<file path="src/rtl/charger_status_fault_protect_regs.vh">
`ifndef CHARGER_STATUS_FAULT_PROTECT_REGS_VH
`define CHARGER_STATUS_FAULT_PROTECT_REGS_VH

// ****************************************
// register byte offsets
// ****************************************
`define OFS_INPUT_SOURCE 8'h00
`define OFS_THERMAL_SET 8'h04
`define OFS_SYSTEM_STATUS 8'h08
`define OFS_FAULT 8'h0C
`define OFS_CONTROL 8'h10
`define OFS_PROTECT_STATUS 8'h14

// ****************************************
// reset values
// ****************************************
`define RST_INPUT_LIMIT 3'h2
`define RST_THERMAL_SET 2'h3
`define RST_CHARGE_EN 1'h1
`define RST_BOOST_EN 1'h0

// ****************************************
// field codes
// ****************************************
`define CHG_FLT_NONE 2'h0
`define CHG_FLT_INPUT 2'h1
`define CHG_FLT_THERMAL 2'h2
`define CHG_FLT_TIMER 2'h3
`define PHASE_DONE 2'h3
`define PHASE_IDLE 2'h0
`define THERM_OK 3'h0

// ****************************************
// field positions
// ****************************************
`define CTRL_CHARGE_EN 0
`define CTRL_BOOST_EN 1
`define FLT_BOOST 6
`define FLT_BATT 3

// ****************************************
// timing, clock period and printed times
// ****************************************
`define CLK_PERIOD_NS 10
`define ALERT_PULSE_US 256
`define HICCUP_OFF_US 260
`define SHORT_OFF_MS 1
`define BLINK_HZ 1

`endif

</file>
<file path="src/rtl/charger_status_fault_protect.v">
// Function
// - stat pin low charging, released when done or idle, blinks 1Hz on fault.
// - every alert is one 256us pulse on the alert output.
// - source identified, good source, removal or overvoltage, done always alert.
// - a fault alerts and stays latched in fault register until read.
// - with an unread fault latched, only thermistor field changes and the status events above alert.
// - thermistor field is live, never latched.
// - first read gives latched faults, second consecutive read present ones.
// - input limit is lower of pin limit and register field, 111 is 3A.
// - limit pin above 1V enters input current regulation.
// - die temperature above selected 2-bit setting reduces charge current.
// - thermal regulation stops termination, halves timer, sets status bit.
// - thermal shutdown stops converter, charge fault 10, alert.
// - input overvoltage stops switching, charge fault 01, alert.
// - system overvoltage stops converter at once.
// - boost overcurrent opens reverse switch 260us then retries repeatedly.
// - boost overcurrent sets boost fault bit 6 and alerts.
// - boost bus overvoltage stops boost, sets boost fault, alerts.
// - battery overvoltage disables charging, sets battery fault, alerts.
// - battery below 2V: switch off 1ms, then 100mA; no discharge below 2.5V.
// - system overcurrent latches battery switch off until new source insertion.
// - thermistor fault shows in field, alerts, blinks stat when suspended.
// - termination sets charge status 11 and alerts.
//
// Implementation choices: register access over APB and the placing of the registers.
`include "charger_status_fault_protect_regs.vh"
`default_nettype none

module charger_status_fault_protect #(
  parameter ALERT_CYCLES = `ALERT_PULSE_US * 1000 / `CLK_PERIOD_NS,
  parameter HICCUP_CYCLES = `HICCUP_OFF_US * 1000 / `CLK_PERIOD_NS,
  parameter SHORT_CYCLES = `SHORT_OFF_MS * 1000000 / `CLK_PERIOD_NS,
  parameter BLINK_HALF_CYCLES = 500000000 / `BLINK_HZ / `CLK_PERIOD_NS
) (
  input wire pclk,
  input wire presetn,
  input wire psel,
  input wire penable,
  input wire pwrite,
  input wire [7:0] paddr,
  input wire [31:0] pwdata,
  output reg [31:0] prdata,
  output reg pready,
  output reg pslverr,
  input wire source_identified,
  input wire good_source,
  input wire input_present,
  input wire input_overvoltage,
  input wire system_overvoltage,
  input wire thermal_shutdown,
  input wire safety_timer_expired,
  input wire [1:0] charge_phase,
  input wire [2:0] thermistor_fault,
  input wire [3:0] temp_above,
  input wire [2:0] input_limit_pin,
  input wire input_limit_above_1v,
  input wire boost_overcurrent,
  input wire boost_overvoltage,
  input wire battery_overvoltage,
  input wire battery_below_2v,
  input wire battery_below_2v5,
  input wire system_overcurrent,
  output reg stat_out,
  output reg stat_oe_n,
  output reg alert_n,
  output reg [2:0] input_limit_code,
  output reg current_regulation,
  output reg thermal_regulation,
  output reg termination_enable,
  output reg timer_half_rate,
  output reg converter_off,
  output reg charge_disable,
  output reg boost_run,
  output reg reverse_blocking_switch_on,
  output reg battery_switch_on,
  output reg low_current_charge
);

  // ****************************************
  // helpers
  // ****************************************
  function hit;
    input [7:0] a;
    input [7:0] ofs;
    begin
      hit = (a == ofs);
    end
  endfunction

  function [2:0] min3;
    input [2:0] a;
    input [2:0] b;
    begin
      min3 = (a < b) ? a : b;
    end
  endfunction

  localparam [1:0] HC_ON = 2'b01;
  localparam [1:0] HC_OFF = 2'b10;
  localparam [2:0] BS_NORM = 3'b001;
  localparam [2:0] BS_OFF = 3'b010;
  localparam [2:0] BS_LOW = 3'b100;

  // ****************************************
  // software registers
  // ****************************************
  reg [2:0] limit_field_q;
  reg [1:0] therm_set_q;
  reg chg_en_q;
  reg boost_en_q;
  reg [1:0] flt_chg_q;
  reg flt_boost_q;
  reg flt_batt_q;
  reg boost_lock_q;
  reg [1:0] hc_q;
  reg [2:0] bs_q;
  reg sysoc_q;
  wire setup = psel & ~penable;
  wire done = psel & penable & pready;
  wire wr = done & pwrite;
  wire rd_fault = done & ~pwrite & hit(paddr, `OFS_FAULT);

  // live fault conditions
  reg [1:0] live_chg;
  always @* begin
    if (thermal_shutdown)
      live_chg = `CHG_FLT_THERMAL;
    else if (input_overvoltage)
      live_chg = `CHG_FLT_INPUT;
    else if (safety_timer_expired)
      live_chg = `CHG_FLT_TIMER;
    else
      live_chg = `CHG_FLT_NONE;
  end
  wire live_boost = boost_overcurrent | boost_overvoltage;
  wire [7:0] fault_view = {1'b0, flt_boost_q, flt_chg_q, flt_batt_q,
                           thermistor_fault};
  wire [7:0] sys_view = {2'h0, charge_phase, 2'h0, thermal_regulation,
                         current_regulation};
  wire [7:0] prot_view = {hc_q == HC_OFF, bs_q != BS_NORM, sysoc_q,
                          boost_lock_q, 1'b0, input_limit_code};

  // read data mux
  reg [7:0] rmux;
  reg rvalid;
  always @* begin
    rvalid = 1'b1;
    case (1'b1)
      hit(paddr, `OFS_INPUT_SOURCE): rmux = {5'h00, limit_field_q};
      hit(paddr, `OFS_THERMAL_SET): rmux = {6'h00, therm_set_q};
      hit(paddr, `OFS_SYSTEM_STATUS): rmux = sys_view;
      hit(paddr, `OFS_FAULT): rmux = fault_view;
      hit(paddr, `OFS_CONTROL): rmux = {6'h00, boost_en_q, chg_en_q};
      hit(paddr, `OFS_PROTECT_STATUS): rmux = prot_view;
      default: begin
        rmux = 8'h00;
        rvalid = 1'b0;
      end
    endcase
  end

  // apb answer: data prepared in setup, ready in first access cycle
  always @(posedge pclk or negedge presetn) begin
    if (!presetn) begin
      prdata <= 32'h00000000;
      pready <= 1'b0;
      pslverr <= 1'b0;
    end else if (setup) begin
      prdata <= pwrite ? 32'h00000000 : {24'h000000, rmux};
      pready <= 1'b1;
      pslverr <= ~rvalid;
    end else if (done) begin
      pready <= 1'b0;
      pslverr <= 1'b0;
    end
  end

  // writable registers, taken at the completing access edge
  always @(posedge pclk or negedge presetn) begin
    if (!presetn) begin
      limit_field_q <= `RST_INPUT_LIMIT;
      therm_set_q <= `RST_THERMAL_SET;
      chg_en_q <= `RST_CHARGE_EN;
      boost_en_q <= `RST_BOOST_EN;
    end else if (wr) begin
      if (hit(paddr, `OFS_INPUT_SOURCE))
        limit_field_q <= pwdata[2:0];
      if (hit(paddr, `OFS_THERMAL_SET))
        therm_set_q <= pwdata[1:0];
      if (hit(paddr, `OFS_CONTROL)) begin
        chg_en_q <= pwdata[`CTRL_CHARGE_EN];
        boost_en_q <= pwdata[`CTRL_BOOST_EN];
      end
    end
  end

  // ****************************************
  // fault latch
  // ****************************************
  wire latched_any = flt_boost_q | flt_batt_q | (flt_chg_q != `CHG_FLT_NONE);
  always @(posedge pclk or negedge presetn) begin
    if (!presetn) begin
      flt_chg_q <= `CHG_FLT_NONE;
      flt_boost_q <= 1'b0;
      flt_batt_q <= 1'b0;
    end else if (rd_fault) begin
      // read reloads the latch with present status
      flt_chg_q <= live_chg;
      flt_boost_q <= live_boost;
      flt_batt_q <= battery_overvoltage;
    end else begin
      if (flt_chg_q == `CHG_FLT_NONE)
        flt_chg_q <= live_chg;
      if (live_boost)
        flt_boost_q <= 1'b1;
      if (battery_overvoltage)
        flt_batt_q <= 1'b1;
    end
  end

  // ****************************************
  // event detection
  // ****************************************
  reg [8:0] prev_q;
  reg [2:0] therm_prev_q;
  reg [1:0] phase_prev_q;
  wire [8:0] cur = {source_identified, good_source, input_overvoltage,
                    thermal_shutdown, safety_timer_expired,
                    boost_overcurrent, boost_overvoltage,
                    battery_overvoltage, input_present};
  wire [8:0] rise = cur & ~prev_q;
  always @(posedge pclk or negedge presetn) begin
    if (!presetn) begin
      prev_q <= 9'h000;
      therm_prev_q <= `THERM_OK;
      phase_prev_q <= `PHASE_IDLE;
    end else begin
      prev_q <= cur;
      therm_prev_q <= thermistor_fault;
      phase_prev_q <= charge_phase;
    end
  end
  wire status_evt = rise[8] | rise[7] | rise[6] | (prev_q[0] & ~cur[0]) |
    ((charge_phase == `PHASE_DONE) & (phase_prev_q != `PHASE_DONE));
  // other faults alert only with nothing latched
  wire fault_evt = (|rise[5:1]) & ~latched_any;
  wire therm_evt = thermistor_fault != therm_prev_q;
  wire alert_evt = status_evt | fault_evt | therm_evt;

  // ****************************************
  // alert pulse
  // ****************************************
  reg [14:0] alert_cnt_q;
  // fixed width low pulse, events inside a pulse merge into it
  always @(posedge pclk or negedge presetn) begin
    if (!presetn) begin
      alert_cnt_q <= 15'h0000;
      alert_n <= 1'b1;
    end else if (alert_cnt_q != 15'h0000) begin
      alert_cnt_q <= alert_cnt_q - 15'h0001;
      alert_n <= (alert_cnt_q == 15'h0001);
    end else if (alert_evt) begin
      alert_cnt_q <= ALERT_CYCLES[14:0];
      alert_n <= 1'b0;
    end
  end

  // ****************************************
  // regulation and converter control
  // ****************************************
  always @(posedge pclk or negedge presetn) begin
    if (!presetn) begin
      input_limit_code <= `RST_INPUT_LIMIT;
      current_regulation <= 1'b0;
      thermal_regulation <= 1'b0;
      termination_enable <= 1'b1;
      timer_half_rate <= 1'b0;
      converter_off <= 1'b0;
      charge_disable <= 1'b0;
    end else begin
      // lower of pin and register limit
      input_limit_code <= min3(input_limit_pin, limit_field_q);
      current_regulation <= input_limit_above_1v;
      thermal_regulation <= temp_above[therm_set_q];
      termination_enable <= ~temp_above[therm_set_q] &
                            ~input_limit_above_1v;
      timer_half_rate <= temp_above[therm_set_q] | input_limit_above_1v;
      converter_off <= thermal_shutdown | input_overvoltage |
                       system_overvoltage;
      charge_disable <= battery_overvoltage | ~chg_en_q;
    end
  end

  // ****************************************
  // boost overvoltage exit
  // ****************************************
  always @(posedge pclk or negedge presetn) begin
    if (!presetn) begin
      boost_lock_q <= 1'b0;
      boost_run <= 1'b0;
    end else begin
      // leave boost, rearmed when software clears boost enable
      if (boost_overvoltage & boost_run)
        boost_lock_q <= 1'b1;
      else if (~boost_en_q)
        boost_lock_q <= 1'b0;
      boost_run <= boost_en_q & ~boost_lock_q & ~boost_overvoltage;
    end
  end

  // ****************************************
  // boost overcurrent hiccup
  // ****************************************
  reg [14:0] hc_cnt_q;
  always @(posedge pclk or negedge presetn) begin
    if (!presetn) begin
      hc_q <= HC_ON;
      hc_cnt_q <= 15'h0000;
      reverse_blocking_switch_on <= 1'b1;
    end else begin
      case (hc_q)
        HC_ON: begin
          // open the switch for the off time
          if (boost_overcurrent) begin
            hc_q <= HC_OFF;
            hc_cnt_q <= HICCUP_CYCLES[14:0];
            reverse_blocking_switch_on <= 1'b0;
          end
        end
        HC_OFF: begin
          if (hc_cnt_q == 15'h0001) begin
            hc_q <= HC_ON;
            reverse_blocking_switch_on <= 1'b1;
          end
          hc_cnt_q <= hc_cnt_q - 15'h0001;
        end
        default: begin
          hc_q <= HC_ON;
          reverse_blocking_switch_on <= 1'b1;
        end
      endcase
    end
  end

  // ****************************************
  // battery short and system overcurrent
  // ****************************************
  reg [16:0] bs_cnt_q;
  always @(posedge pclk or negedge presetn) begin
    if (!presetn) begin
      bs_q <= BS_NORM;
      bs_cnt_q <= 17'h00000;
    end else begin
      case (bs_q)
        BS_NORM: begin
          if (battery_below_2v) begin
            bs_q <= BS_OFF;
            bs_cnt_q <= SHORT_CYCLES[16:0];
          end
        end
        BS_OFF: begin
          // back on at low current after the off time
          if (bs_cnt_q == 17'h00001)
            bs_q <= BS_LOW;
          bs_cnt_q <= bs_cnt_q - 17'h00001;
        end
        BS_LOW: begin
          if (~battery_below_2v5)
            bs_q <= BS_NORM;
        end
        default: bs_q <= BS_NORM;
      endcase
    end
  end

  // latch cleared only by a source insertion, set wins
  always @(posedge pclk or negedge presetn) begin
    if (!presetn)
      sysoc_q <= 1'b0;
    else if (system_overcurrent)
      sysoc_q <= 1'b1;
    else if (rise[0])
      sysoc_q <= 1'b0;
  end

  // battery switch and low current charge
  always @(posedge pclk or negedge presetn) begin
    if (!presetn) begin
      battery_switch_on <= 1'b1;
      low_current_charge <= 1'b0;
    end else begin
      // never discharge a battery under 2.5V
      battery_switch_on <= ~sysoc_q & (bs_q != BS_OFF) &
        ~(battery_below_2v5 & ~input_present);
      low_current_charge <= (bs_q == BS_LOW);
    end
  end

  // ****************************************
  // charge state pin
  // ****************************************
  reg [25:0] blink_cnt_q;
  reg blink_q;
  wire charging = chg_en_q & ((charge_phase != `PHASE_IDLE) &
                              (charge_phase != `PHASE_DONE));
  wire suspended = chg_en_q & input_present &
    ((live_chg != `CHG_FLT_NONE) | system_overvoltage |
     (thermistor_fault != `THERM_OK));
  // half period divider, 50 percent duty
  always @(posedge pclk or negedge presetn) begin
    if (!presetn) begin
      blink_cnt_q <= 26'h0000000;
      blink_q <= 1'b0;
    end else if (!suspended) begin
      blink_cnt_q <= 26'h0000000;
      blink_q <= 1'b0;
    end else if (blink_cnt_q == BLINK_HALF_CYCLES[25:0] - 26'h0000001) begin
      blink_cnt_q <= 26'h0000000;
      blink_q <= ~blink_q;
    end else begin
      blink_cnt_q <= blink_cnt_q + 26'h0000001;
    end
  end

  // open drain, enable low pulls the pin low
  always @(posedge pclk or negedge presetn) begin
    if (!presetn) begin
      stat_out <= 1'b0;
      stat_oe_n <= 1'b1;
    end else begin
      stat_out <= 1'b0;
      if (suspended)
        stat_oe_n <= blink_q;
      else
        stat_oe_n <= ~charging;
    end
  end

endmodule

`default_nettype wire

</file>
<file path="config.mk">
export PLATFORM = sky130hd
export DESIGN_NAME = charger_status_fault_protect
export DESIGN_NICKNAME = d
export VERILOG_FILES = /design/src/rtl/charger_status_fault_protect.v
export VERILOG_INCLUDE_DIRS = /design/src /design/src/rtl
export SDC_FILE = /design/constraint.sdc
export NUM_CORES = 1
export LEC_CHECK = 0
export ABC_AREA = 1
export BUFFER_PORTS_ARGS = -buffer_cell sky130_fd_sc_hd__buf_2
export CORE_ASPECT_RATIO = 1.2
export CORE_MARGIN = 4
export CORE_UTILIZATION = 45
export CTS_BUF_LIST = sky130_fd_sc_hd__clkbuf_2 sky130_fd_sc_hd__clkbuf_4 sky130_fd_sc_hd__clkbuf_8
export DETAILED_ROUTE_END_ITERATION = 7
export GPL_TIMING_DRIVEN = 0
export PLACE_DENSITY = 0.8
export SLEW_MARGIN = 30
export SYNTH_ARGS = -nofsm -noshare
export SYNTH_HDL_FRONTEND = slang
export SYNTH_SLANG_ARGS = --single-unit
</file>
<file path="constraint.sdc">
create_clock -name pclk -period 1.5 [get_ports pclk]
set_clock_uncertainty 0.1 [all_clocks]
set_input_delay 0.375 -clock pclk [delete_from_list [all_inputs] [get_ports pclk]]
set_output_delay 0.375 -clock pclk [all_outputs]
set_load 0.02 [all_outputs]
</file>
==> impl_metrics.json, run 1 <==
{
  "status": "finished with violations",
  "violations": "setup timing",
  "synth_top_family_by_area": "simple AND/OR/NAND/NOR gates",
  "final_area_sq_um": 9760,
  "synth_area_per_cell_sq_um": 8.01,
  "tightest_slew_ns": 0.536,
  "min_delay_worst_endpoint": "sysoc_q",
  "r2r_slack_ns": -0.31,
  "end_kind": "flip-flop",
  "synth_edf_count": 0,
  "synth-async-reset-ratio_pct": 100,
  "setup_viol": 49,
  "yosysUniqueCellTypes": 49,
  "worstReg2RegEnd": "blink_cnt_q[22]",
  "min_period_over_period_pct": 121,
  "cts_tree": "yes",
  "wire_per_inst_um": 15.9,
  "fin_nets": 1149,
  "critPathMaxFanout": 5,
  "r2r_cells": 7,
  "yosys-top-cells-count": "nand2_1 (175), dfrtp_1 (119), nor2_1 (114)",
  "rsz0062_at_grt": "yes",
  "fp.dieH_um": 143,
  "overflow": 0,
  "grt_util_met2_pct": 36.4,
  "gp_congestion": 0.920,
  "cp.arrival_ns": 2.06,
  "hold_violations": 0,
  "cap_violations": 0,
  "first_pass_iters": 6,
  "synth-adder-area-share_pct": 2.01,
  "synth-simple-area-share_pct": 29.1,
  "cp-start-kind": "flip-flop",
  "min_period_ns": 1.81,
  "syn_to_final_growth_pct": 42.4,
  "port_buffers": 66,
  "yosys.cell_count.top_type": "nand2_1",
  "cts.path.max_buffers": 2,
  "core-area_sq_um": 15000,
  "dieArea_sq_um": 17300,
  "worstSkewPairLatency_ns": 0.45,
  "yosysTopAreaCell": "dfrtp_1",
  "fin_ws_ns": -0.311,
  "ant_nets": 0,
  "clock_sinks": 130,
  "grt_pass1_vias": 6095,
  "groute.layer.met3.usage_pct": 5.27,
  "yosys.area_share.xor_xnor_pct": 3.07,
  "post-dp-hpwl_mm": 11.4,
  "yosys_warnings": 0,
  "power_density_nw_per_um2": 1080,
  "final_max_slew_viol_count": 0,
  "cts_buffers": 17,
  "hp-start": "system_overcurrent",
  "timing.fmax_ghz": 0.552,
  "crit_required_ns": 1.74,
  "drive_above_1_share_pct": 39.9,
  "worstHoldPathCells": 3,
  "start_util_pct": 45.8,
  "synthMuxAreaShare_pct": 0,
  "grtUsageTotal_pct": 20.2,
  "ir_worst_vdd_mv": 0.584,
  "hold_ws_ns": 0.0294,
  "syn_area_sq_um": 6850,
  "drt_iter0_drc": 732,
  "synth_seq_cells": 130,
  "synthCells": 856,
  "finalWirelength_mm": 20.5,
  "drc_errors": 0,
  "antenna_found_initial": 4,
  "htreeDepth": 4,
  "maxSlewHeadroom_pct": 64.3,
  "hold_path_class": "input pin to flip-flop",
  "path_clk_slew_ns": 0.08,
  "grt_first_pass_wirelength_mm": 28.1,
  "row_count": 49,
  "grt_max_degree": 75,
  "root_buffer": "clkbuf_8",
  "synth-compound-area-share_pct": 8.03,
  "placed_cell_area_sq_um": 7600,
  "synthFlopType": "dfrtp_1",
  "vias": 6777,
  "ios": 121,
  "synth_top_area_share_pct": 43.5,
  "crit_type": "flip-flop to flip-flop",
  "synthTopCellsByArea": "dfrtp_1 (43%), nand2_1 (9.6%), nor2_1 (6.2%)",
  "use_met1_pct": 23.0,
  "synth_seq_area_share_pct": 47.7,
  "fp.dieW_um": 121,
  "post_drt_via_cell_ratio": 5.27,
  "p_leak_uw": 0.00460,
  "grt-busiest-layer": "met2",
  "r2r-start": "blink_cnt_q[7]"
}
critical path: stages, from the launching register on:
cell and delay, ns:
dfrtp_2 0.46, nand2_4 0.11, nor3_4 0.27, nand2_1 0.13
nor2_1 0.21, nand2_1 0.16, xor2_2 0.21, nor2_4 0.05
logic make-up after synthesis:
group,Yosys count
buffers and inverters,152
XOR/XNOR,24
AO/OA/AOI/OAI,97
other,1
adder cells (fa/ha/maj),11
AND/OR/NAND/NOR,441
flip-flops,130
through the flow:
stage	power, uW	cells	util, %	TNS (ns)	setup slack (ns)
finish	10500	1285	65.2	-5.75	-0.311
global route	11000	1285	65.2	-10.01	-0.355
CTS	9550	1235	58.7	-2.84	-0.148
detailed placement	5870	1151	50.8	-12.49	-0.306
global placement	5810	1150	50.6	-225.12	-1.71
floorplan	5370	880	-	-0.946	-0.0966
metal layers:
metal | share of wire (%) | up-vias | wire (um)
li1 | - | 3117 | -
met1 | 36 | 3251 | 7370
met2 | 53 | 311 | 10900
met3 | 6.0 | 92 | 1240
met4 | 4.4 | 6 | 903
met5 | 0.19 | - | 39
report_power, final:
part	total [uW]	internal, uW	switching [uW]
Clock	3300	1900	1400
Combinational	3040	1300	1740
Sequential	4190	3840	347
Total	10500	7050	3490
state kept, by name, summed over array words and instances (netlist names), 2 cells and up:
signal / count
alert_cnt_q: 15
blink_cnt_q: 26
bs_cnt_q: 17
bs_q: 3
flt_chg_q: 2
hc_cnt_q: 15
hc_q: 2
input_limit_code: 3
limit_field_q: 3
phase_prev_q: 2
prdata: 8
prev_q: 9
therm_prev_q: 3
therm_set_q: 2
cell usage in the layout (no fill, tap or decap), types with 7 or more instances in the layout:
master         count
buf_4             97
nand3_2           13
nor2_1            71
o21ai_1           20
nor2_2            36
conb_1            25
nor3_2            11
dfstp_2           11
nor3_4             7
buf_2             54
nand3_1           51
dlygate4sd3_1     15
o21ai_0           25
inv_2             26
clkbuf_8          23
a21oi_1           19
nor2_4            28
dfrtp_2            9
dfrtp_1          110
xor2_1            14
nand2_2           24
buf_6             21
inv_1             89
nand2_1          149
nand4_1           17
worst max path at each step:
stage,startpoint,endpoint,depth (start not counted)
floorplan,blink_cnt_q[0],blink_cnt_q[3],7
global placement,presetn,blink_cnt_q[19],1
detailed placement,blink_cnt_q[0],blink_cnt_q[22],7
CTS,hc_q[0],reverse_blocking_switch_on,1
global route,blink_cnt_q[7],blink_cnt_q[22],7
finish,blink_cnt_q[7],blink_cnt_q[22],7
final cells by class:
| cell class | instances | area [sq um] |
|---|---|---|
| Sequential cell | 130 | 3280 |
| Clock buffer | 23 | 317 |
| Tap cell | 204 | 255 |
| Timing Repair Buffer | 168 | 1350 |
| Multi-Input combinational cell | 598 | 3720 |
| Antenna cell | 1 | 2.50 |
| Inverter | 122 | 480 |
| Clock inverter | 9 | 125 |
| Fill cell | 1060 | 5200 |
| Buffer | 30 | 233 |
what timing repair did:
action                                  4_1_cts  5_1_grt
pin swaps                                    29       62
hold buffers                                 15        0
gates resized for setup                      90      168
cloned                                        0        2
endpoints found under the hold margin        67        0
setup buffers                                37       47
endpoints found under the setup margin       68       89
Note: power is estimated with default switching activity, not from simulation.
==> run 2: changes to the inputs <==
--- a/config.mk
+++ b/config.mk
@@ -8,13 +8,15 @@
 export LEC_CHECK = 0
 export ABC_AREA = 1
 export BUFFER_PORTS_ARGS = -buffer_cell sky130_fd_sc_hd__buf_2
+export CELL_PAD_IN_SITES_DETAIL_PLACEMENT = 1
+export CELL_PAD_IN_SITES_GLOBAL_PLACEMENT = 1
 export CORE_ASPECT_RATIO = 1.2
 export CORE_MARGIN = 4
-export CORE_UTILIZATION = 45
+export CORE_UTILIZATION = 43
 export CTS_BUF_LIST = sky130_fd_sc_hd__clkbuf_2 sky130_fd_sc_hd__clkbuf_4 sky130_fd_sc_hd__clkbuf_8
 export DETAILED_ROUTE_END_ITERATION = 7
 export GPL_TIMING_DRIVEN = 0
-export PLACE_DENSITY = 0.8
+export PLACE_DENSITY = 0.94
 export SLEW_MARGIN = 30
 export SYNTH_ARGS = -nofsm -noshare
 export SYNTH_HDL_FRONTEND = slang
==> constraint.sdc (replaced) <==
create_clock -name pclk -period 1.7 [get_ports pclk]
set_clock_uncertainty 0.1 [all_clocks]
set_input_delay 0.425 -clock pclk [delete_from_list [all_inputs] [get_ports pclk]]
set_output_delay 0.425 -clock pclk [all_outputs]
set_load 0.02 [all_outputs]
==> impl_metrics.json, run 2 (synthesized netlist as in run 1, its figures left out) <==
{
  "status": "finished with violations",
  "violations": "setup timing",
  "post_drt_via_cell_ratio": 5.74,
  "drive_above_1_share_pct": 29.5,
  "path_clk_slew_ns": 0.09,
  "gp_congestion": 0.885,
  "rsz0062_at_grt": "yes",
  "post-dp-hpwl_mm": 14.5,
  "min_period_ns": 1.90,
  "final_max_slew_viol_count": 0,
  "power_density_nw_per_um2": 960,
  "setup_tns_ns": -3.13,
  "fin_nets": 1097,
  "p_leak_uw": 0.00418,
  "grt_first_pass_wirelength_mm": 35.3,
  "top_regs": "blink_cnt_q x26, bs_cnt_q x17",
  "cap_violations": 0,
  "finalWirelength_mm": 28.1,
  "grt_pass1_vias": 7013,
  "timing.fmax_ghz": 0.527,
  "wire_per_inst_um": 22.7,
  "dieArea_sq_um": 18000,
  "dpl.cell_count": 1155,
  "hold_violations": 0,
  "ios": 121,
  "final_cells": 1240,
  "fin_ws_ns": -0.199,
  "vias": 7113,
  "setup_viol": 34,
  "drc_errors": 0,
  "root_buffer": "clkbuf_8",
  "fp.dieW_um": 123,
  "fin_util_pct": 56.1,
  "min_period_over_period_pct": 112,
  "cp.arrival_ns": 2.18,
  "cts.path.max_buffers": 2,
  "worstSkewPairLatency_ns": 0.49,
  "row_count": 50,
  "antenna_found_initial": 4,
  "grtUsageTotal_pct": 25.0,
  "syn_to_final_growth_pct": 27.9,
  "htreeDepth": 4,
  "final_cell_mix": "nand2_1 (164), dfrtp_1 (118), inv_1 (100)",
  "finalPower_uw": 8420,
  "layout_commonest_cell": "nand2_1",
  "cp-start-kind": "flip-flop",
  "first_pass_iters": 6,
  "drt_iter0_drc": 683,
  "placed_cell_area_sq_um": 7570,
  "core-area_sq_um": 15600,
  "maxSlewHeadroom_pct": 61.6,
  "hold_path_class": "input pin to flip-flop",
  "final_area_sq_um": 8770,
  "grt_max_degree": 73,
  "crit_required_ns": 1.98,
  "fp.dieH_um": 146,
  "clock_sinks": 130,
  "end_kind": "flip-flop",
  "start_util_pct": 43.8,
  "port_buffers": 66,
  "ant_nets": 0,
  "critPathMaxFanout": 3,
  "ir_worst_vdd_mv": 0.531,
  "top_register": "blink_cnt_q",
  "crit_type": "flip-flop to flip-flop",
  "tightest_slew_ns": 0.568,
  "overflow": 0,
  "cts_buffers": 17,
  "largest_register_ffs": 26,
  "cts_tree": "yes"
}
## run 2: cell types whose count changed in the layout (fill, tap and decap cells not counted), moves of 14 or more
cell / change
nand2_1: +15
buf_6: -14
buf_4: -36
nor2_1: +24
## run 2: worst max-delay path: stages (launching register included)
cell and delay [ns]:
dfrtp_1 0.49, nand2_1 0.15, nor3_2 0.26, nand2_1 0.17, nor3_2 0.28, nand2_1 0.17, nand2_1 0.13, a21oi_2 0.05
## run 2: metal layers
metal	GRT usage [%]	routed length, um	up-vias
met5	0	26	-
met4	13.0	2260	4
met3	5.15	1800	183
met2	45.0	14100	400
met1	27.2	9870	3515
li1	-	-	3011
## run 2: layout make-up
type,count,area [sq um]
Fill cell,1902,6870
Multi-Input combinational cell,598,3330
Sequential cell,130,3270
Timing Repair Buffer,117,812
Inverter,122,473
Clock buffer,26,308
Tap cell,208,260
Buffer,29,224
Clock inverter,6,83.8
Antenna cell,4,10.0
## run 2: timing repair
| item | 4_1_cts | 5_1_grt |
|---|---|---|
| buffers inserted | 15 | 26 |
| endpoints found under the hold margin | 62 | 0 |
| hold buffers | 9 | 0 |
| cloned | 1 | 0 |
| pin swaps | 7 | 23 |
| setup endpoints to repair | 48 | 53 |
| resized for setup | 34 | 84 |
## run 2: worst paths after layout
check                                     start         endpoint  slack, ns  cells after the start
worst max-delay path            blink_cnt_q[11]  blink_cnt_q[24]      -0.20                      7
worst min-delay path            charge_phase[1]  phase_prev_q[1]       0.02                      1
worst max register to register  blink_cnt_q[11]  blink_cnt_q[24]      -0.20                      7
worst min register to register     hc_cnt_q[12]     hc_cnt_q[12]       0.40                      1
max in group asynchronous               presetn          hc_q[0]       0.36                      3
min in group asynchronous               presetn      bs_cnt_q[2]       0.37                      2
## run 2: power breakdown
part / total (uW) / internal [uW] / leakage (uW) / switching, uW
Sequential: 3680 / 3390 / 0.00157 / 286
Combinational: 1940 / 657 / 0.00240 / 1290
Clock: 2800 / 1470 / 0.000210 / 1330
Total: 8420 / 5520 / 0.00418 / 2900
## run 2: through the flow
stage / hold slack [ns] / setup slack (ns)
after CTS: 0.00710 / -0.0301
after floorplan: 0.0294 / 0.0948
after detailed placement: 0.285 / -0.253
final: 0.0165 / -0.199
after global placement: 0.353 / -1.61
after global routing: 0.0113 / -0.227
